[config.mk]
export PLATFORM = sky130hd
export DESIGN_NAME = ufct_top
export DESIGN_NICKNAME = d
export VERILOG_FILES = /design/src/rtl/ufct_pkg.sv /design/src/rtl/ufct_turnaround.sv /design/src/rtl/ufct_top.sv
export SDC_FILE = /design/constraint.sdc
export NUM_CORES = 1
export LEC_CHECK = 0
export BUFFER_PORTS_ARGS = -buffer_cell sky130_fd_sc_hd__buf_2
export CAP_MARGIN = 20
export CORE_AREA = 2 2 124 126
export DETAILED_ROUTE_END_ITERATION = 10
export DIE_AREA = 0 0 126 128
export PLACE_DENSITY = 0.86
export SETUP_SLACK_MARGIN = 0.15
export SLEW_MARGIN = 10
export SYNTH_ARGS = -nofsm -noshare
export SYNTH_HDL_FRONTEND = slang
export SYNTH_HIERARCHICAL = 1
export SYNTH_SLANG_ARGS = --single-unit
export TNS_END_PERCENT = 30
[constraint.sdc]
create_clock -name clk_sys_i -period 2.5 [get_ports clk_sys_i]
set_input_delay 0.5 -clock clk_sys_i [delete_from_list [all_inputs] [get_ports clk_sys_i]]
set_output_delay 0.5 -clock clk_sys_i [all_outputs]
set_load 0.005 [all_outputs]
[src/rtl/ufct_pkg.sv]
package ufct_pkg;

  // Register indices on the 4-bit register port
  localparam logic [3:0] ADDR_TX_IRQ_THR = 4'h0;
  localparam logic [3:0] ADDR_RX_IRQ_THR = 4'h1;
  localparam logic [3:0] ADDR_FLOW_HIGH = 4'h2;
  localparam logic [3:0] ADDR_FLOW_LOW = 4'h3;
  localparam logic [3:0] ADDR_BAUD_FRAC = 4'h4;
  localparam logic [3:0] ADDR_TURN_DELAY = 4'h5;
  localparam logic [3:0] ADDR_ENH_FEAT = 4'h6;
  localparam logic [3:0] ADDR_ADV_CTRL2 = 4'h7;
  localparam logic [3:0] ADDR_RESUME1 = 4'h8;
  localparam logic [3:0] ADDR_RESUME2 = 4'h9;
  localparam logic [3:0] ADDR_PAUSE1 = 4'hA;
  localparam logic [3:0] ADDR_PAUSE2 = 4'hB;
  localparam logic [3:0] ADDR_IRQ_STATUS = 4'hC;
  localparam logic [3:0] ADDR_IRQ_MASK = 4'hD;
  localparam logic [3:0] ADDR_FLOW_STATE = 4'hE;

  // Field positions
  localparam int ENH_TX_HI = 3;
  localparam int ENH_TX_LO = 2;
  localparam int ENH_RX_HI = 1;
  localparam int ENH_RX_LO = 0;
  localparam int ADV_NINE_BIT = 0;
  localparam int ADV_DIR_SEL = 3;
  localparam int PRESC_HI = 3;

  // Interrupt status bit positions
  localparam int IRQ_TX_TRIG = 0;
  localparam int IRQ_RX_TRIG = 1;
  localparam int IRQ_PAUSE_RX = 2;
  localparam int IRQ_RESUME_RX = 3;
  localparam int IRQ_TURN_DONE = 4;
  localparam int IRQ_BITS = 5;

  // Reset values
  localparam logic [7:0] RST_LEVEL = 8'h00;
  localparam logic [7:0] RST_CHAR = 8'h00;
  localparam logic [3:0] RST_ENH = 4'h0;
  localparam logic [3:0] RST_PRESC = 4'h0;
  localparam logic [7:0] RST_TURN = 8'h00;

  // Flow-control selection codes, two bits each
  localparam logic [1:0] SEL_NONE = 2'b00;
  localparam logic [1:0] SEL_FIRST = 2'b10;
  localparam logic [1:0] SEL_SECOND = 2'b01;
  localparam logic [1:0] SEL_BOTH = 2'b11;

  // Largest and smallest FIFO fill that a level code may express
  localparam logic [7:0] LEVEL_MAX = 8'h80;
  localparam logic [7:0] LEVEL_MIN = 8'h01;

  // Decode a threshold code: 0x00 and 0x01 both mean one, clamp at 128
  function automatic logic [7:0] ufct_level(input logic [7:0] code);
    logic [7:0] v;
    v = code;
    if (code < LEVEL_MIN)
    begin
      v = LEVEL_MIN;
    end
    else if (code > LEVEL_MAX)
    begin
      v = LEVEL_MAX;
    end
    return v;
  endfunction

endpackage

[src/rtl/ufct_turnaround.sv]
module ufct_turnaround
(
  // Clock and reset
  input wire logic clk_sys_i,
  input wire logic rst_b_i,
  // Control
  input wire logic nine_bit_i,
  input wire logic [7:0] delay_i,
  // Transmitter status
  input wire logic tx_active_i,
  input wire logic tx_last_bit_i,
  input wire logic bit_tick_i,
  // Direction result
  output logic dir_tx_o,
  output logic done_o
);
  import ufct_pkg::*;

  logic [7:0] count_r;
  logic counting_r;

  ////////////////////////////////////////////////////////////////////////
  // Direction and countdown; new traffic cancels a pending turnaround
  always_ff @(posedge clk_sys_i)
  begin
    if (!rst_b_i)
    begin
      dir_tx_o <= 1'b0;
      count_r <= RST_TURN;
      counting_r <= 1'b0;
      done_o <= 1'b0;
    end
    else
    begin
      done_o <= 1'b0;
      if (!nine_bit_i)
      begin
        dir_tx_o <= 1'b0;
        counting_r <= 1'b0;
      end
      else if (tx_active_i && !tx_last_bit_i)
      begin
        dir_tx_o <= 1'b1; // RULE12
        counting_r <= 1'b0;
      end
      else if (tx_last_bit_i)
      begin
        // Zero delay turns the line round at once
        if (delay_i == 8'h00)
        begin
          dir_tx_o <= 1'b0; // RULE13
          done_o <= 1'b1;
        end
        else
        begin
          count_r <= delay_i;
          counting_r <= 1'b1;
        end
      end
      else if (counting_r && bit_tick_i)
      begin
        // One count per serial bit time
        count_r <= count_r - 8'h01; // RULE14
        if (count_r == 8'h01)
        begin
          counting_r <= 1'b0;
          dir_tx_o <= 1'b0; // RULE13
          done_o <= 1'b1;
        end
      end
    end
  end

endmodule

[src/rtl/ufct_top.sv]
// Notes on behaviour
// RULE1: Upper select bits pick sent pause/resume chars: none, first, second, both.
// RULE2: Lower select bits pick receive compare: off, first pair, second pair.
// RULE3: Lower 11 with upper 10 or 01 accepts either char of each kind.
// RULE4: All four set: send both chars, recognise only the full pair.
// RULE5: Matched pause/resume chars are control, never passed on as data.
// RULE6: Transmit trigger code gives level 1..128, codes 0 and 1 mean one.
// RULE7: Receive trigger code gives level 1..128, codes 0 and 1 mean one.
// RULE8: Thresholds and triggers act only in the 128-byte FIFO mode.
// RULE9: High threshold code 1..128 stops the remote sender.
// RULE10: Low threshold code 1..128 restarts the remote sender.
// RULE11: Prescaler holds four bits in low nibble, reset zero, upper reserved.
// RULE12: Nine-bit mode drives the chosen RTS or DTR pin as line direction.
// RULE13: After last bit, count down delay; at zero drive direction low.
// RULE14: Each turnaround count lasts one serial bit time.
// RULE15: Flow selection lives in enhanced feature bits 3:0, reset zero.
// RULE16: Bit 0 of control two enables nine-bit multidrop mode.
// RULE17: Bit 3 of control two picks RTS (0) or DTR (1) pin.
// RULE18: Pause at high threshold, release only at low threshold.
// RULE19: Prescaler is a sixteenths fraction of the divisor, zero means none.
module ufct_top
(
  // Clock and reset
  input wire logic clk_sys_i,
  input wire logic rst_b_i,
  // Register port
  input wire logic [3:0] reg_addr_i,
  input wire logic [7:0] reg_wdata_i,
  input wire logic reg_wr_i,
  input wire logic reg_rd_i,
  output logic [7:0] reg_rdata_o,
  // FIFO status from the datapath
  input wire logic fifo_128_mode_i,
  input wire logic [7:0] tx_fifo_level_i,
  input wire logic [7:0] rx_fifo_level_i,
  // Received character stream
  input wire logic rx_char_valid_i,
  input wire logic [7:0] rx_char_i,
  // Control characters to the transmitter
  output logic ctl_char_valid_o,
  output logic [7:0] ctl_char_o,
  input wire logic ctl_char_ready_i,
  // Transmitter status
  input wire logic tx_active_i,
  input wire logic tx_last_bit_i,
  input wire logic bit_tick_i,
  // Results
  output logic rx_ctrl_char_o,
  output logic remote_paused_o,
  output logic local_pause_o,
  output logic tx_trig_o,
  output logic rx_trig_o,
  output logic [ufct_pkg::PRESC_HI:0] baud_frac_o,
  output logic rts_dir_o,
  output logic dtr_dir_o,
  output logic irq_o
);
  import ufct_pkg::*;

  typedef enum logic [1:0] {TX_IDLE, TX_FIRST, TX_SECOND} ufct_txs_e;

  logic [7:0] tx_thr_r, rx_thr_r, high_thr_r, low_thr_r, turn_r;
  logic [7:0] res1_r, res2_r, pau1_r, pau2_r;
  logic [3:0] enh_r, presc_r;
  logic nine_bit_r, dir_sel_r;
  logic [IRQ_BITS-1:0] status_r, mask_r, ev_set;
  logic [1:0] tx_sel, rx_sel;
  logic pend_pause_r, pend_resume_r, sending_pause_r;
  ufct_txs_e txs_r;
  logic half_res_r, half_pau_r;
  logic m_res1, m_res2, m_pau1, m_pau2, got_res, got_pau, is_ctrl;
  logic dir_tx, turn_done, pause_rise, pause_fall;

  assign tx_sel = enh_r[ENH_TX_HI:ENH_TX_LO]; // RULE15
  assign rx_sel = enh_r[ENH_RX_HI:ENH_RX_LO]; // RULE15

  ////////////////////////////////////////////////////////////////////////
  // Register writes; reserved bits are dropped on the way in
  always_ff @(posedge clk_sys_i)
  begin
    if (!rst_b_i)
    begin
      tx_thr_r <= RST_LEVEL;
      rx_thr_r <= RST_LEVEL;
      high_thr_r <= RST_LEVEL;
      low_thr_r <= RST_LEVEL;
      turn_r <= RST_TURN;
      presc_r <= RST_PRESC;
      enh_r <= RST_ENH;
      nine_bit_r <= 1'b0;
      dir_sel_r <= 1'b0;
      res1_r <= RST_CHAR;
      res2_r <= RST_CHAR;
      pau1_r <= RST_CHAR;
      pau2_r <= RST_CHAR;
      mask_r <= '0;
    end
    else if (reg_wr_i)
    begin
      case (reg_addr_i)
        ADDR_TX_IRQ_THR: tx_thr_r <= reg_wdata_i;
        ADDR_RX_IRQ_THR: rx_thr_r <= reg_wdata_i;
        ADDR_FLOW_HIGH: high_thr_r <= reg_wdata_i;
        ADDR_FLOW_LOW: low_thr_r <= reg_wdata_i;
        ADDR_BAUD_FRAC: presc_r <= reg_wdata_i[PRESC_HI:0]; // RULE11
        ADDR_TURN_DELAY: turn_r <= reg_wdata_i;
        ADDR_ENH_FEAT: enh_r <= reg_wdata_i[ENH_TX_HI:0];
        ADDR_ADV_CTRL2:
        begin
          nine_bit_r <= reg_wdata_i[ADV_NINE_BIT]; // RULE16
          dir_sel_r <= reg_wdata_i[ADV_DIR_SEL]; // RULE17
        end
        ADDR_RESUME1: res1_r <= reg_wdata_i;
        ADDR_RESUME2: res2_r <= reg_wdata_i;
        ADDR_PAUSE1: pau1_r <= reg_wdata_i;
        ADDR_PAUSE2: pau2_r <= reg_wdata_i;
        ADDR_IRQ_MASK: mask_r <= reg_wdata_i[IRQ_BITS-1:0];
        default: ;
      endcase
    end
  end

  ////////////////////////////////////////////////////////////////////////
  // Read data stands only in the cycle after the strobe
  always_ff @(posedge clk_sys_i)
  begin
    if (!rst_b_i)
    begin
      reg_rdata_o <= 8'h00;
    end
    else if (!reg_rd_i)
    begin
      reg_rdata_o <= 8'h00;
    end
    else
    begin
      case (reg_addr_i)
        ADDR_TX_IRQ_THR: reg_rdata_o <= tx_thr_r;
        ADDR_RX_IRQ_THR: reg_rdata_o <= rx_thr_r;
        ADDR_FLOW_HIGH: reg_rdata_o <= high_thr_r;
        ADDR_FLOW_LOW: reg_rdata_o <= low_thr_r;
        ADDR_BAUD_FRAC: reg_rdata_o <= {4'h0, presc_r}; // RULE11
        ADDR_TURN_DELAY: reg_rdata_o <= turn_r;
        ADDR_ENH_FEAT: reg_rdata_o <= {4'h0, enh_r};
        ADDR_ADV_CTRL2: reg_rdata_o <= {4'h0, dir_sel_r, 2'b00, nine_bit_r};
        ADDR_RESUME1: reg_rdata_o <= res1_r;
        ADDR_RESUME2: reg_rdata_o <= res2_r;
        ADDR_PAUSE1: reg_rdata_o <= pau1_r;
        ADDR_PAUSE2: reg_rdata_o <= pau2_r;
        ADDR_IRQ_STATUS: reg_rdata_o <= {3'b000, status_r};
        ADDR_IRQ_MASK: reg_rdata_o <= {3'b000, mask_r};
        ADDR_FLOW_STATE:
          reg_rdata_o <= {4'h0, rts_dir_o, dtr_dir_o, local_pause_o,
            remote_paused_o};
        default: reg_rdata_o <= 8'h00;
      endcase
    end
  end

  ////////////////////////////////////////////////////////////////////////
  // Trigger levels; the 32-byte mode uses its own scheme elsewhere
  always_ff @(posedge clk_sys_i)
  begin
    if (!rst_b_i)
    begin
      tx_trig_o <= 1'b0;
      rx_trig_o <= 1'b0;
    end
    else
    begin
      tx_trig_o <= fifo_128_mode_i && // RULE8
        (tx_fifo_level_i <= ufct_level(tx_thr_r)); // RULE6
      rx_trig_o <= fifo_128_mode_i && // RULE8
        (rx_fifo_level_i >= ufct_level(rx_thr_r)); // RULE7
    end
  end

  ////////////////////////////////////////////////////////////////////////
  // Receive fill hysteresis between the high and low thresholds
  always_ff @(posedge clk_sys_i)
  begin
    if (!rst_b_i)
    begin
      local_pause_o <= 1'b0;
    end
    else if (!fifo_128_mode_i)
    begin
      local_pause_o <= 1'b0; // RULE8
    end
    else if (rx_fifo_level_i >= ufct_level(high_thr_r))
    begin
      local_pause_o <= 1'b1; // RULE9 RULE18
    end
    else if (rx_fifo_level_i <= ufct_level(low_thr_r))
    begin
      local_pause_o <= 1'b0; // RULE10 RULE18
    end
  end

  assign pause_rise = fifo_128_mode_i && !local_pause_o &&
    (rx_fifo_level_i >= ufct_level(high_thr_r));
  assign pause_fall = local_pause_o && fifo_128_mode_i &&
    (rx_fifo_level_i < ufct_level(high_thr_r)) &&
    (rx_fifo_level_i <= ufct_level(low_thr_r));

  ////////////////////////////////////////////////////////////////////////
  // Pending requests; a newer request replaces an unsent older one
  always_ff @(posedge clk_sys_i)
  begin
    if (!rst_b_i)
    begin
      pend_pause_r <= 1'b0;
      pend_resume_r <= 1'b0;
    end
    else if (tx_sel == SEL_NONE)
    begin
      pend_pause_r <= 1'b0; // RULE1
      pend_resume_r <= 1'b0;
    end
    else if (pause_rise)
    begin
      pend_pause_r <= 1'b1;
      pend_resume_r <= 1'b0;
    end
    else if (pause_fall)
    begin
      pend_resume_r <= 1'b1;
      pend_pause_r <= 1'b0;
    end
    else if (txs_r == TX_IDLE && (pend_pause_r || pend_resume_r))
    begin
      pend_pause_r <= 1'b0;
      pend_resume_r <= 1'b0;
    end
  end

  ////////////////////////////////////////////////////////////////////////
  // Control character sender; a character stands until it is taken
  always_ff @(posedge clk_sys_i)
  begin
    if (!rst_b_i)
    begin
      txs_r <= TX_IDLE;
      ctl_char_valid_o <= 1'b0;
      ctl_char_o <= 8'h00;
      sending_pause_r <= 1'b0;
    end
    else
    begin
      case (txs_r)
        TX_IDLE:
        begin
          if (tx_sel != SEL_NONE && (pend_pause_r || pend_resume_r))
          begin
            sending_pause_r <= pend_pause_r;
            ctl_char_valid_o <= 1'b1;
            if (tx_sel == SEL_SECOND)
            begin
              ctl_char_o <= pend_pause_r ? pau2_r : res2_r; // RULE1
              txs_r <= TX_SECOND;
            end
            else
            begin
              ctl_char_o <= pend_pause_r ? pau1_r : res1_r; // RULE1
              txs_r <= TX_FIRST;
            end
          end
        end
        TX_FIRST:
        begin
          if (ctl_char_ready_i)
          begin
            if (tx_sel == SEL_BOTH)
            begin
              // Second char of the pair follows straight on
              ctl_char_o <= sending_pause_r ? pau2_r : res2_r; // RULE4
              txs_r <= TX_SECOND;
            end
            else
            begin
              ctl_char_valid_o <= 1'b0;
              txs_r <= TX_IDLE;
            end
          end
        end
        TX_SECOND:
        begin
          if (ctl_char_ready_i)
          begin
            ctl_char_valid_o <= 1'b0;
            txs_r <= TX_IDLE;
          end
        end
        default:
        begin
          ctl_char_valid_o <= 1'b0;
          txs_r <= TX_IDLE;
        end
      endcase
    end
  end

  ////////////////////////////////////////////////////////////////////////
  // Receive comparison; a pair is only whole with its second char
  assign m_res1 = rx_char_i == res1_r;
  assign m_res2 = rx_char_i == res2_r;
  assign m_pau1 = rx_char_i == pau1_r;
  assign m_pau2 = rx_char_i == pau2_r;

  always_comb
  begin
    got_res = 1'b0;
    got_pau = 1'b0;
    is_ctrl = 1'b0;
    if (rx_char_valid_i)
    begin
      case (rx_sel)
        SEL_FIRST:
        begin
          got_res = m_res1; // RULE2
          got_pau = m_pau1;
        end
        SEL_SECOND:
        begin
          got_res = m_res2; // RULE2
          got_pau = m_pau2;
        end
        SEL_BOTH:
        begin
          if (tx_sel == SEL_BOTH)
          begin
            got_res = half_res_r && m_res2; // RULE4
            got_pau = half_pau_r && m_pau2;
          end
          else
          begin
            got_res = m_res1 || m_res2; // RULE3
            got_pau = m_pau1 || m_pau2;
          end
        end
        default: ;
      endcase
      // Halves of a pair are control too and never reach the FIFO
      is_ctrl = got_res || got_pau || (rx_sel == SEL_BOTH &&
        tx_sel == SEL_BOTH && (m_res1 || m_pau1)); // RULE5
    end
  end

  always_ff @(posedge clk_sys_i)
  begin
    if (!rst_b_i)
    begin
      half_res_r <= 1'b0;
      half_pau_r <= 1'b0;
      remote_paused_o <= 1'b0;
      rx_ctrl_char_o <= 1'b0;
    end
    else
    begin
      rx_ctrl_char_o <= is_ctrl; // RULE5
      if (rx_char_valid_i)
      begin
        half_res_r <= m_res1; // RULE4
        half_pau_r <= m_pau1;
      end
      if (rx_sel == SEL_NONE)
      begin
        remote_paused_o <= 1'b0;
      end
      else if (got_pau)
      begin
        remote_paused_o <= 1'b1;
      end
      else if (got_res)
      begin
        remote_paused_o <= 1'b0;
      end
    end
  end

  ////////////////////////////////////////////////////////////////////////
  // Line turnaround and direction pin selection
  ufct_turnaround u_turn
  (
    .clk_sys_i(clk_sys_i),
    .rst_b_i(rst_b_i),
    .nine_bit_i(nine_bit_r),
    .delay_i(turn_r),
    .tx_active_i(tx_active_i),
    .tx_last_bit_i(tx_last_bit_i),
    .bit_tick_i(bit_tick_i),
    .dir_tx_o(dir_tx),
    .done_o(turn_done)
  );

  always_ff @(posedge clk_sys_i)
  begin
    if (!rst_b_i)
    begin
      rts_dir_o <= 1'b0;
      dtr_dir_o <= 1'b0;
      baud_frac_o <= RST_PRESC;
    end
    else
    begin
      rts_dir_o <= nine_bit_r && !dir_sel_r && dir_tx; // RULE12 RULE17
      dtr_dir_o <= nine_bit_r && dir_sel_r && dir_tx; // RULE12 RULE17
      // Zero adds no fraction to the divisor
      baud_frac_o <= presc_r; // RULE19
    end
  end

  ////////////////////////////////////////////////////////////////////////
  // Sticky status, write one to clear; a new event beats the clear
  always_comb
  begin
    ev_set = '0;
    ev_set[IRQ_TX_TRIG] = tx_trig_o;
    ev_set[IRQ_RX_TRIG] = rx_trig_o;
    ev_set[IRQ_PAUSE_RX] = got_pau;
    ev_set[IRQ_RESUME_RX] = got_res;
    ev_set[IRQ_TURN_DONE] = turn_done;
  end

  always_ff @(posedge clk_sys_i)
  begin
    if (!rst_b_i)
    begin
      status_r <= '0;
      irq_o <= 1'b0;
    end
    else
    begin
      if (reg_wr_i && reg_addr_i == ADDR_IRQ_STATUS)
      begin
        status_r <= (status_r & ~reg_wdata_i[IRQ_BITS-1:0]) | ev_set;
      end
      else
      begin
        status_r <= status_r | ev_set;
      end
      irq_o <= |(status_r & mask_r);
    end
  end

  ////////////////////////////////////////////////////////////////////////
  // Checks
  a_tx_none_quiet: assert property (@(posedge clk_sys_i) // RULE1
    disable iff (!rst_b_i) tx_sel == SEL_NONE && txs_r == TX_IDLE
    |=> !ctl_char_valid_o)
    else $error("control char sent with transmit flow off");
  a_both_pair: assert property (@(posedge clk_sys_i) // RULE4
    disable iff (!rst_b_i) txs_r == TX_FIRST && ctl_char_ready_i &&
    tx_sel == SEL_BOTH |=> ctl_char_valid_o && txs_r == TX_SECOND)
    else $error("second char of pair not sent");
  a_rx_first_pause: assert property (@(posedge clk_sys_i) // RULE2
    disable iff (!rst_b_i) rx_char_valid_i && rx_sel == SEL_FIRST &&
    m_pau1 && !m_res1 |=> remote_paused_o && rx_ctrl_char_o)
    else $error("first pause char not recognised");
  a_rx_either: assert property (@(posedge clk_sys_i) // RULE3
    disable iff (!rst_b_i) rx_char_valid_i && rx_sel == SEL_BOTH &&
    tx_sel != SEL_BOTH && m_pau2 |=> remote_paused_o)
    else $error("second pause char not accepted");
  a_trig_mode: assert property (@(posedge clk_sys_i) // RULE8
    disable iff (!rst_b_i) !fifo_128_mode_i |=> !tx_trig_o && !rx_trig_o)
    else $error("trigger outside 128-byte mode");
  a_rx_trig_lvl: assert property (@(posedge clk_sys_i) // RULE7
    disable iff (!rst_b_i) fifo_128_mode_i && rx_thr_r == 8'h00 &&
    rx_fifo_level_i == 8'h01 |=> rx_trig_o)
    else $error("code zero is not level one");
  a_tx_trig_lvl: assert property (@(posedge clk_sys_i) // RULE6
    disable iff (!rst_b_i) fifo_128_mode_i && tx_thr_r == 8'h80 &&
    tx_fifo_level_i == 8'h80 |=> tx_trig_o)
    else $error("code 0x80 is not level 128");
  a_hyst_hold: assert property (@(posedge clk_sys_i) // RULE18
    disable iff (!rst_b_i) local_pause_o && fifo_128_mode_i &&
    rx_fifo_level_i > ufct_level(low_thr_r) |=> local_pause_o)
    else $error("pause released above low threshold");
  a_high_set: assert property (@(posedge clk_sys_i) // RULE9
    disable iff (!rst_b_i) fifo_128_mode_i &&
    rx_fifo_level_i >= ufct_level(high_thr_r) |=> local_pause_o)
    else $error("pause not raised at high threshold");
  a_presc_rsvd: assert property (@(posedge clk_sys_i) // RULE11
    disable iff (!rst_b_i) reg_rd_i && reg_addr_i == ADDR_BAUD_FRAC
    |=> reg_rdata_o[7:4] == 4'h0 && reg_rdata_o[3:0] == $past(presc_r))
    else $error("prescaler read back wrong");
  a_dir_off: assert property (@(posedge clk_sys_i) // RULE16
    disable iff (!rst_b_i) !nine_bit_r |=> ##1 !rts_dir_o && !dtr_dir_o)
    else $error("direction driven outside nine-bit mode");
  a_turn_zero: assert property (@(posedge clk_sys_i) // RULE13
    disable iff (!rst_b_i) nine_bit_r && tx_last_bit_i && turn_r == 8'h00
    |=> !dir_tx)
    else $error("zero delay did not turn line round");
  a_dir_sel: assert property (@(posedge clk_sys_i) // RULE17
    disable iff (!rst_b_i) dir_sel_r |=> !rts_dir_o)
    else $error("RTS driven while DTR selected");

  c_pause_sent: cover property (@(posedge clk_sys_i)
    txs_r == TX_SECOND && ctl_char_ready_i && sending_pause_r);
  c_pair_rx: cover property (@(posedge clk_sys_i) got_pau && half_pau_r);
  c_turn_done: cover property (@(posedge clk_sys_i) turn_done);
  c_irq: cover property (@(posedge clk_sys_i) irq_o);

endmodule

==> impl_metrics.py, run 1 <==
metrics = {
    "route": {
        "route.detailed.drc": 0,
        "vias_per_cell": 6.258,
        "drt_pass1_iterations": 5,
        "drt_iter0_markers": 909,
        "vias": 7291,
        "detail_route.wl_per_cell_um": 20.46,
        "ant_nets": 0,
        "finalWirelength_um": 23840,
    },
    "clock_network": {
        "cts-root-buf": "clkbuf_16",
        "cts_buffer_depth": 2,
        "clkTransAtPathRegs_ns": 0.06,
        "insertion_delay_ns": 0.44,
        "numCtsBuffers": 17,
        "ctsHoldBuffers": 0,
        "cts_tree": "done",
        "cts_sinks": 139,
        "h-tree-depth": 4,
    },
    "final_layout": {
        "fin_nets": 1044,
        "drive_gt1_frac": 0.1679,
        "stdcell_count": 1165,
        "antenna_cells": 0,
        "fillers": 1242,
        "utilization": 0.6217,
        "fin_area_um2": 9241,
        "syn_to_final_growth_pct": 12.99,
    },
    "synthesis": {
        "syn_area_um2": 8179,
        "yosysMostFrequentCell": "dfxtp_1",
        "seq_area_frac_synth": 0.3402,
        "syn_area_per_cell_um2": 8.890,
        "synth.area.top_cells": "dfxtp_1 34%, mux2i_1 8.6%, nor2b_1 5.5%, ha_1 5.2%, nand2_1 4.4%",
        "synth_top_cell_area_share": 0.3402,
        "yosys-top-cells-count": "139 x dfxtp_1, 95 x nand2_1, 72 x nor2b_1",
        "syn_inst": 920,
        "yosys_warnings": 6,
        "async_flop_share": 0,
        "ys.flop_type": "dfxtp_1",
        "synth_seq_cells": 139,
        "synth-edff-count": 0,
        "synth_cell_types": 81,
        "synth.net_count": 1000,
        "yosysTopAreaCell": "dfxtp_1",
    },
    "timing": {
        "hold_viol": 0,
        "grt_setup_unrepaired": "no",
        "drv_slew": 0,
        "finClkSkew_ns": 0.01021,
        "tightest_slew_ns": 0.6890,
        "fin_crit_sh": 0.8762,
        "min_period_ns": 2.191,
        "hold_slack_ns": 0.3521,
        "setup_violations": 0,
        "fin_setup_tns_ns": 0,
        "relSlewSlack": 0.5407,
        "fmax_mhz": 456.5,
    },
    "run": {
        "drv_cap": 0,
    },
    "status": {
        "status": "finished clean",
    },
    "place": {
        "postPlaceCellArea_um2": 8626,
        "portBuffers": 74,
        "place_congestion": 0.9844,
        "place_inst": 1133,
        "dpl.hpwl_um": 17000,
    },
    "die": {
        "coreArea_um2": 14860,
        "chipHeight_um": 128,
        "top_level_ports": 75,
        "start_util": 0.5503,
        "die-area_um2": 16130,
        "die_w_um": 126,
        "rows": 45,
    },
    "worst_setup_path": {
        "crit_arrival_ns": 2.50,
        "path_delay_family": "compound AO/OA/AOI/OAI gates",
        "path_cells": "inv_1 -> nand2_1 -> ha_1 -> a211oi_2 -> nor2_1 -> o31a_1 -> a2111oi_4 -> o22ai_1",
        "crit_buf_inv": 1,
        "worst_setup_path_start_kind": "flip-flop",
        "slowest_stage": "a2111oi_4",
        "cp.required_ns": 2.81,
        "cp_max_fo": 7,
        "criticalPathCategory": "flip-flop to flip-flop",
        "cpPeakStageDelay_ns": 0.39,
        "crit_path_end_kind": "flip-flop",
    },
    "global_routing": {
        "grt_antenna_before_repair": 0,
        "grt.total_usage": 0.2982,
        "overflow": 0,
        "grt_pass1_vias": 6868,
        "grt_max_degree": 56,
        "grt_pass1_wl_um": 37440,
    },
    "power_and_ir_drop": {
        "p_comb_frac": 0.098,
        "p_sw_mw": 1.363,
        "p_clk_frac": 0.477,
        "irDropWorstVdd_mv": 0.4565,
        "power.share.sequential": 0.426,
        "p_int_mw": 4.021,
        "p_sw_frac": 0.2531,
        "p_per_area_nw_per_um2": 582.6,
        "p_leak_nw": 3.483,
    },
    "min_path": {
        "hold_path.class": "input pin to flip-flop",
    },
}
-- registers in the layout (all words and copies together), names as in the netlist, 2 cells and up --
name            cells
baud_frac_o         4
ctl_char_o          8
enh_r               4
high_thr_r          8
low_thr_r           8
mask_r              5
pau1_r              8
pau2_r              8
presc_r             4
reg_rdata_o         8
res1_r              8
res2_r              8
rx_thr_r            8
status_r            5
turn_r              8
tx_thr_r            8
txs_r               2
u_turn/count_r      8
-- cells by family after synthesis --
family / count (synthesis) / synth area share
flops: 139 / 0.3402
xor+xnor: 32 / 0.03427
buf+inv: 84 / 0.04620
mux: 90 / 0.1297
compound gates: 239 / 0.2001
simple gates: 302 / 0.1975
fa+ha+maj: 34 / 0.05201
-- power by group through the flow --
stage	logic, mW	clock network, mW	registers [mW]
2_1_floorplan	0.374	0	2.32
3_3_place_gp	0.501	0	2.34
3_5_place_dp	0.510	0	2.34
4_1_cts	0.514	2.58	2.29
5_1_grt	0.575	2.66	2.29
6_report	0.526	2.57	2.29
-- final timing paths --
check	depth (start not counted)	endpoint	slack [ns]	start
max	8	pend_pause_r	0.31	low_thr_r[7]
min	3	rx_ctrl_char_o	0.35	rx_char_valid_i
max reg2reg	8	pend_pause_r	0.31	low_thr_r[7]
min reg2reg	1	ctl_char_o[3]	0.46	ctl_char_o[3]
-- cells in the final DEF, fill, tap and decap left out, types with 4 or more instances in the layout --
cell type / count
a21o_1: 5
nand4_1: 14
a21boi_1: 38
clkbuf_16: 17
xnor2_1: 32
o2bb2ai_1: 11
a22oi_1: 10
o21ai_0: 46
a211oi_1: 5
nor2_1: 36
nor4_1: 7
nand2_1: 95
nand3_1: 20
inv_1: 15
mux2i_1: 70
ha_1: 34
mux2_1: 7
a31oi_1: 8
a221oi_1: 5
nand3_2: 4
and2_1: 6
nor2_2: 6
a21oi_1: 36
nand2b_1: 7
dfxtp_1: 139
a21boi_0: 4
nor3_1: 9
buf_4: 19
nor2b_1: 72
o21ai_1: 12
o211ai_1: 4
buf_2: 74
mux4_2: 12
o21a_1: 10
a22o_1: 6
nor3b_1: 4
-- tightest hold or removal path, delay by kind of cell --
family / cells / cell delay, ns
buffers and inverters: 1 / 0.14
AND/OR/NAND/NOR: 1 / 0.06
AO/OA/AOI/OAI: 1 / 0.04
-- area by class of cell --
class                           count  area, um^2  area share
Tap cell                          188       235.2     0.02545
Clock buffer                       21       470.5     0.05091
Timing Repair Buffer               94       533.0     0.05768
Clock inverter                     11       132.6     0.01435
Multi-Input combinational cell    697        5031      0.5444
Sequential cell                   139        2783      0.3011
Inverter                           15       56.30    0.006093
-- what timing repair did --
| item | CTS | global route |
|---|---|---|
| setup buffers | 0 | 0 |
| gates resized for setup | 0 | 1 |
| setup endpoints to repair | 0 | 1 |
-- through the flow --
stage               setup slack [ns]  total power, mW
finish                        0.3094            5.384
global route                  0.2107            5.528
CTS                           0.3183            5.384
detailed placement            0.2910            2.848
global placement              0.3051            2.839
floorplan                     0.5369            2.690
-- per-layer routing --
layer	global-route usage	wire length (um)	vias up
met4	0.1551	1176	0
met5	0	0	-
li1	-	-	3420
met3	0.07012	2111	91
met1	0.3891	9848	3386
met2	0.4620	10700	394
(Power assumes the default switching activity.)
==> run 2, diff against run 1 <==
- ABC_AREA: default -> 1
- CORE_AREA: 2 2 124 126 -> 2 2 121 123
- DIE_AREA: 0 0 126 128 -> 0 0 123 125
==> impl_metrics.py, run 2 <==
metrics = {
    "status": {
        "status": "finished clean",
    },
    "timing": {
        "min_period_ns": 2.103,
        "fin_setup_tns_ns": 0,
        "finClkSkew_ns": 0.007196,
        "fmax_mhz": 475.6,
        "fin_crit_sh": 0.8410,
        "setup_violations": 0,
        "grt_setup_unrepaired": "no",
        "relSlewSlack": 0.5949,
        "tightest_slew_ns": 0.6068,
        "drv_slew": 0,
        "hold_viol": 0,
    },
    "synthesis": {
        "syn_area_um2": 7721,
        "synth-edff-count": 0,
        "synth_seq_cells": 139,
        "yosys_warnings": 6,
        "async_flop_share": 0,
        "synth_top_cell_area_share": 0.3604,
        "ys.flop_type": "dfxtp_1",
        "synth_cell_types": 39,
        "synth.area.top_cells": "dfxtp_1 36%, nand2_1 13%, a21oi_1 9.2%, o21ai_0 7.4%, inv_1 6.3%",
        "yosysTopAreaCell": "dfxtp_1",
        "synth.net_count": 1233,
        "yosys-top-cells-count": "262 x nand2_1, 142 x a21oi_1, 139 x dfxtp_1",
        "syn_area_per_cell_um2": 6.697,
        "seq_area_frac_synth": 0.3604,
        "yosysMostFrequentCell": "nand2_1",
        "syn_inst": 1153,
    },
    "route": {
        "finalWirelength_um": 23730,
        "detail_route.wl_per_cell_um": 16.90,
        "ant_nets": 0,
        "drt_iter0_markers": 1193,
        "drt_pass1_iterations": 8,
        "vias_per_cell": 5.912,
        "vias": 8300,
        "route.detailed.drc": 0,
    },
    "run": {
        "drv_cap": 0,
    },
    "clock_network": {
        "h-tree-depth": 4,
        "clkTransAtPathRegs_ns": 0.06,
        "post_cts_buffers": 0,
        "numCtsBuffers": 17,
        "cts_buffer_depth": 2,
        "cts_sinks": 139,
        "insertion_delay_ns": 0.43,
        "cts-root-buf": "clkbuf_16",
        "cts_tree": "done",
    },
    "min_path": {
        "worstHoldStart": "rx_char_valid_i",
        "holdPathEnd": "half_res_r",
        "hold_path.class": "input pin to flip-flop",
        "whs_path_depth": 2,
    },
    "global_routing": {
        "busiest_layer": "met2",
        "grtUsageMet2": 0.4631,
        "grt_antenna_before_repair": 0,
        "grt_pass1_wl_um": 37580,
        "use_met3": 0.07755,
        "grt_max_degree": 53,
        "grt_pass1_vias": 7434,
        "overflow": 0,
        "use_met1": 0.4204,
        "grt.total_usage": 0.3128,
    },
    "final_layout": {
        "utilization": 0.6202,
        "syn_to_final_growth_pct": 14.10,
        "mostFrequentLayoutCells": "260 x nand2_1, 140 x a21oi_1, 139 x dfxtp_1",
        "fillers": 1283,
        "fin_nets": 1288,
        "fin_area_um2": 8810,
        "drive_gt1_frac": 0.1148,
        "antenna_cells": 0,
        "multi_input_area_um2": 4203,
        "final_common_cell": "nand2_1",
        "register_area_um2": 2783,
    },
    "worst_setup_path": {
        "crit_path_end_kind": "flip-flop",
        "cp.required_ns": 2.82,
        "worst_setup_path_start_kind": "flip-flop",
        "path_cells": "nor4_2 -> nand2_1 -> nand2_2 -> nand2_1 -> ha_1 -> a21oi_2 -> nor2_1 -> nor2_1 -> nand3_1 -> nor2_1 -> nand2_1 -> nand3_1 -> a21boi_1",
        "crit_buf_inv": 0,
        "reg2reg_slack_ns": 0.40,
        "r2r_cells": 13,
        "crit_arrival_ns": 2.43,
        "cp_max_fo": 5,
        "slowest_stage": "dfxtp_1",
        "r2r-start": "high_thr_r[3]",
        "path_delay_family": "simple AND/OR/NAND/NOR gates",
        "cpPeakStageDelay_ns": 0.35,
        "reg2reg_to": "pend_pause_r",
        "criticalPathCategory": "flip-flop to flip-flop",
    },
    "place": {
        "place_congestion": 0.9812,
        "portBuffers": 74,
        "postPlaceCellArea_um2": 8173,
        "dpl.hpwl_um": 17180,
    },
    "power_and_ir_drop": {
        "p_leak_nw": 3.601,
        "irDropWorstVdd_mv": 0.5139,
        "p_per_area_nw_per_um2": 615.1,
    },
    "die": {
        "rows": 44,
        "die-area_um2": 15380,
        "chipHeight_um": 125,
        "coreArea_um2": 14200,
        "top_level_ports": 75,
        "start_util": 0.5436,
        "die_w_um": 123,
    },
}
run 2: cell types whose count changed after synthesis, moves of 21 or more:
cell      previous run  this run
o22ai_1              3        25
nor2b_1             72         0
o21ai_0             46       114
nand2_1             95       262
nor2_1              36        99
inv_1               15       130
a21oi_1             36       142
nand3_1             20        61
mux2i_1             70         0
a21boi_1            38         0
clkbuf_1            45        24
run 2: final cells by class:
class                   count  share of cell area
clock buffers              21             0.05340
well taps                 184             0.02613
multi-input cells         827              0.4771
repair buffers             84             0.05198
clock inverters            10             0.01605
flip-flops and latches    139              0.3159
inverters                 139             0.05951
run 2: logic make-up after synthesis:
family	after synthesis	synth area share
AO/OA/AOI/OAI	324	0.2270
XOR/XNOR	17	0.01928
buffers and inverters	187	0.09853
AND/OR/NAND/NOR	452	0.2397
adder cells (fa/ha/maj)	34	0.05510
flip-flops	139	0.3604
run 2: worst max-delay path by stage:
stage,to,from,cells past startpoint
after floorplan,pend_pause_r,low_thr_r[0],15
after global placement,pend_pause_r,high_thr_r[0],13
after detailed placement,pend_pause_r,high_thr_r[0],13
after CTS,pend_pause_r,high_thr_r[0],13
after global routing,pend_pause_r,high_thr_r[3],13
final,pend_pause_r,high_thr_r[3],13
run 2: metal layers:
metal / up-vias / part of all wire
met4: 0 / 0.049
met5: - / 0
li1: 3944 / -
met3: 96 / 0.11
met1: 3756 / 0.40
met2: 504 / 0.44
run 2: worst reg2reg max path: stages (launching register included):
cell,delay [ns]
dfxtp_1,0.35
nor4_2,0.28
nand2_1,0.12
nand2_2,0.12
nand2_1,0.06
ha_1,0.31
a21oi_2,0.15
nor2_1,0.05
nor2_1,0.13
nand3_1,0.11
nor2_1,0.10
nand2_1,0.09
nand3_1,0.08
a21boi_1,0.06
run 2: report_power, final:
| group | internal [mW] | switching (mW) |
|---|---|---|
| registers | 2.25 | 0.0368 |
| clock network | 1.64 | 0.975 |
| logic | 0.171 | 0.339 |
run 2: per-stage QoR:
step                      worst slack (ns)  power [mW]  hold WS [ns]  instances
after detailed placement            0.4054       2.825        0.4029       1373
after global placement              0.5294       2.809        0.3974       1373
final                               0.3975       5.419        0.3331       1404
after global routing                0.1775       5.580        0.3445       1404
after floorplan                     0.6396       2.654        0.3921       1153
after CTS                           0.3891       5.403        0.3244       1404
run 2: timing repair:
action / CTS / global route
hold buffers: 0 / 0
endpoints found under the setup margin: 0 / 1
gates resized for setup: 0 / 7
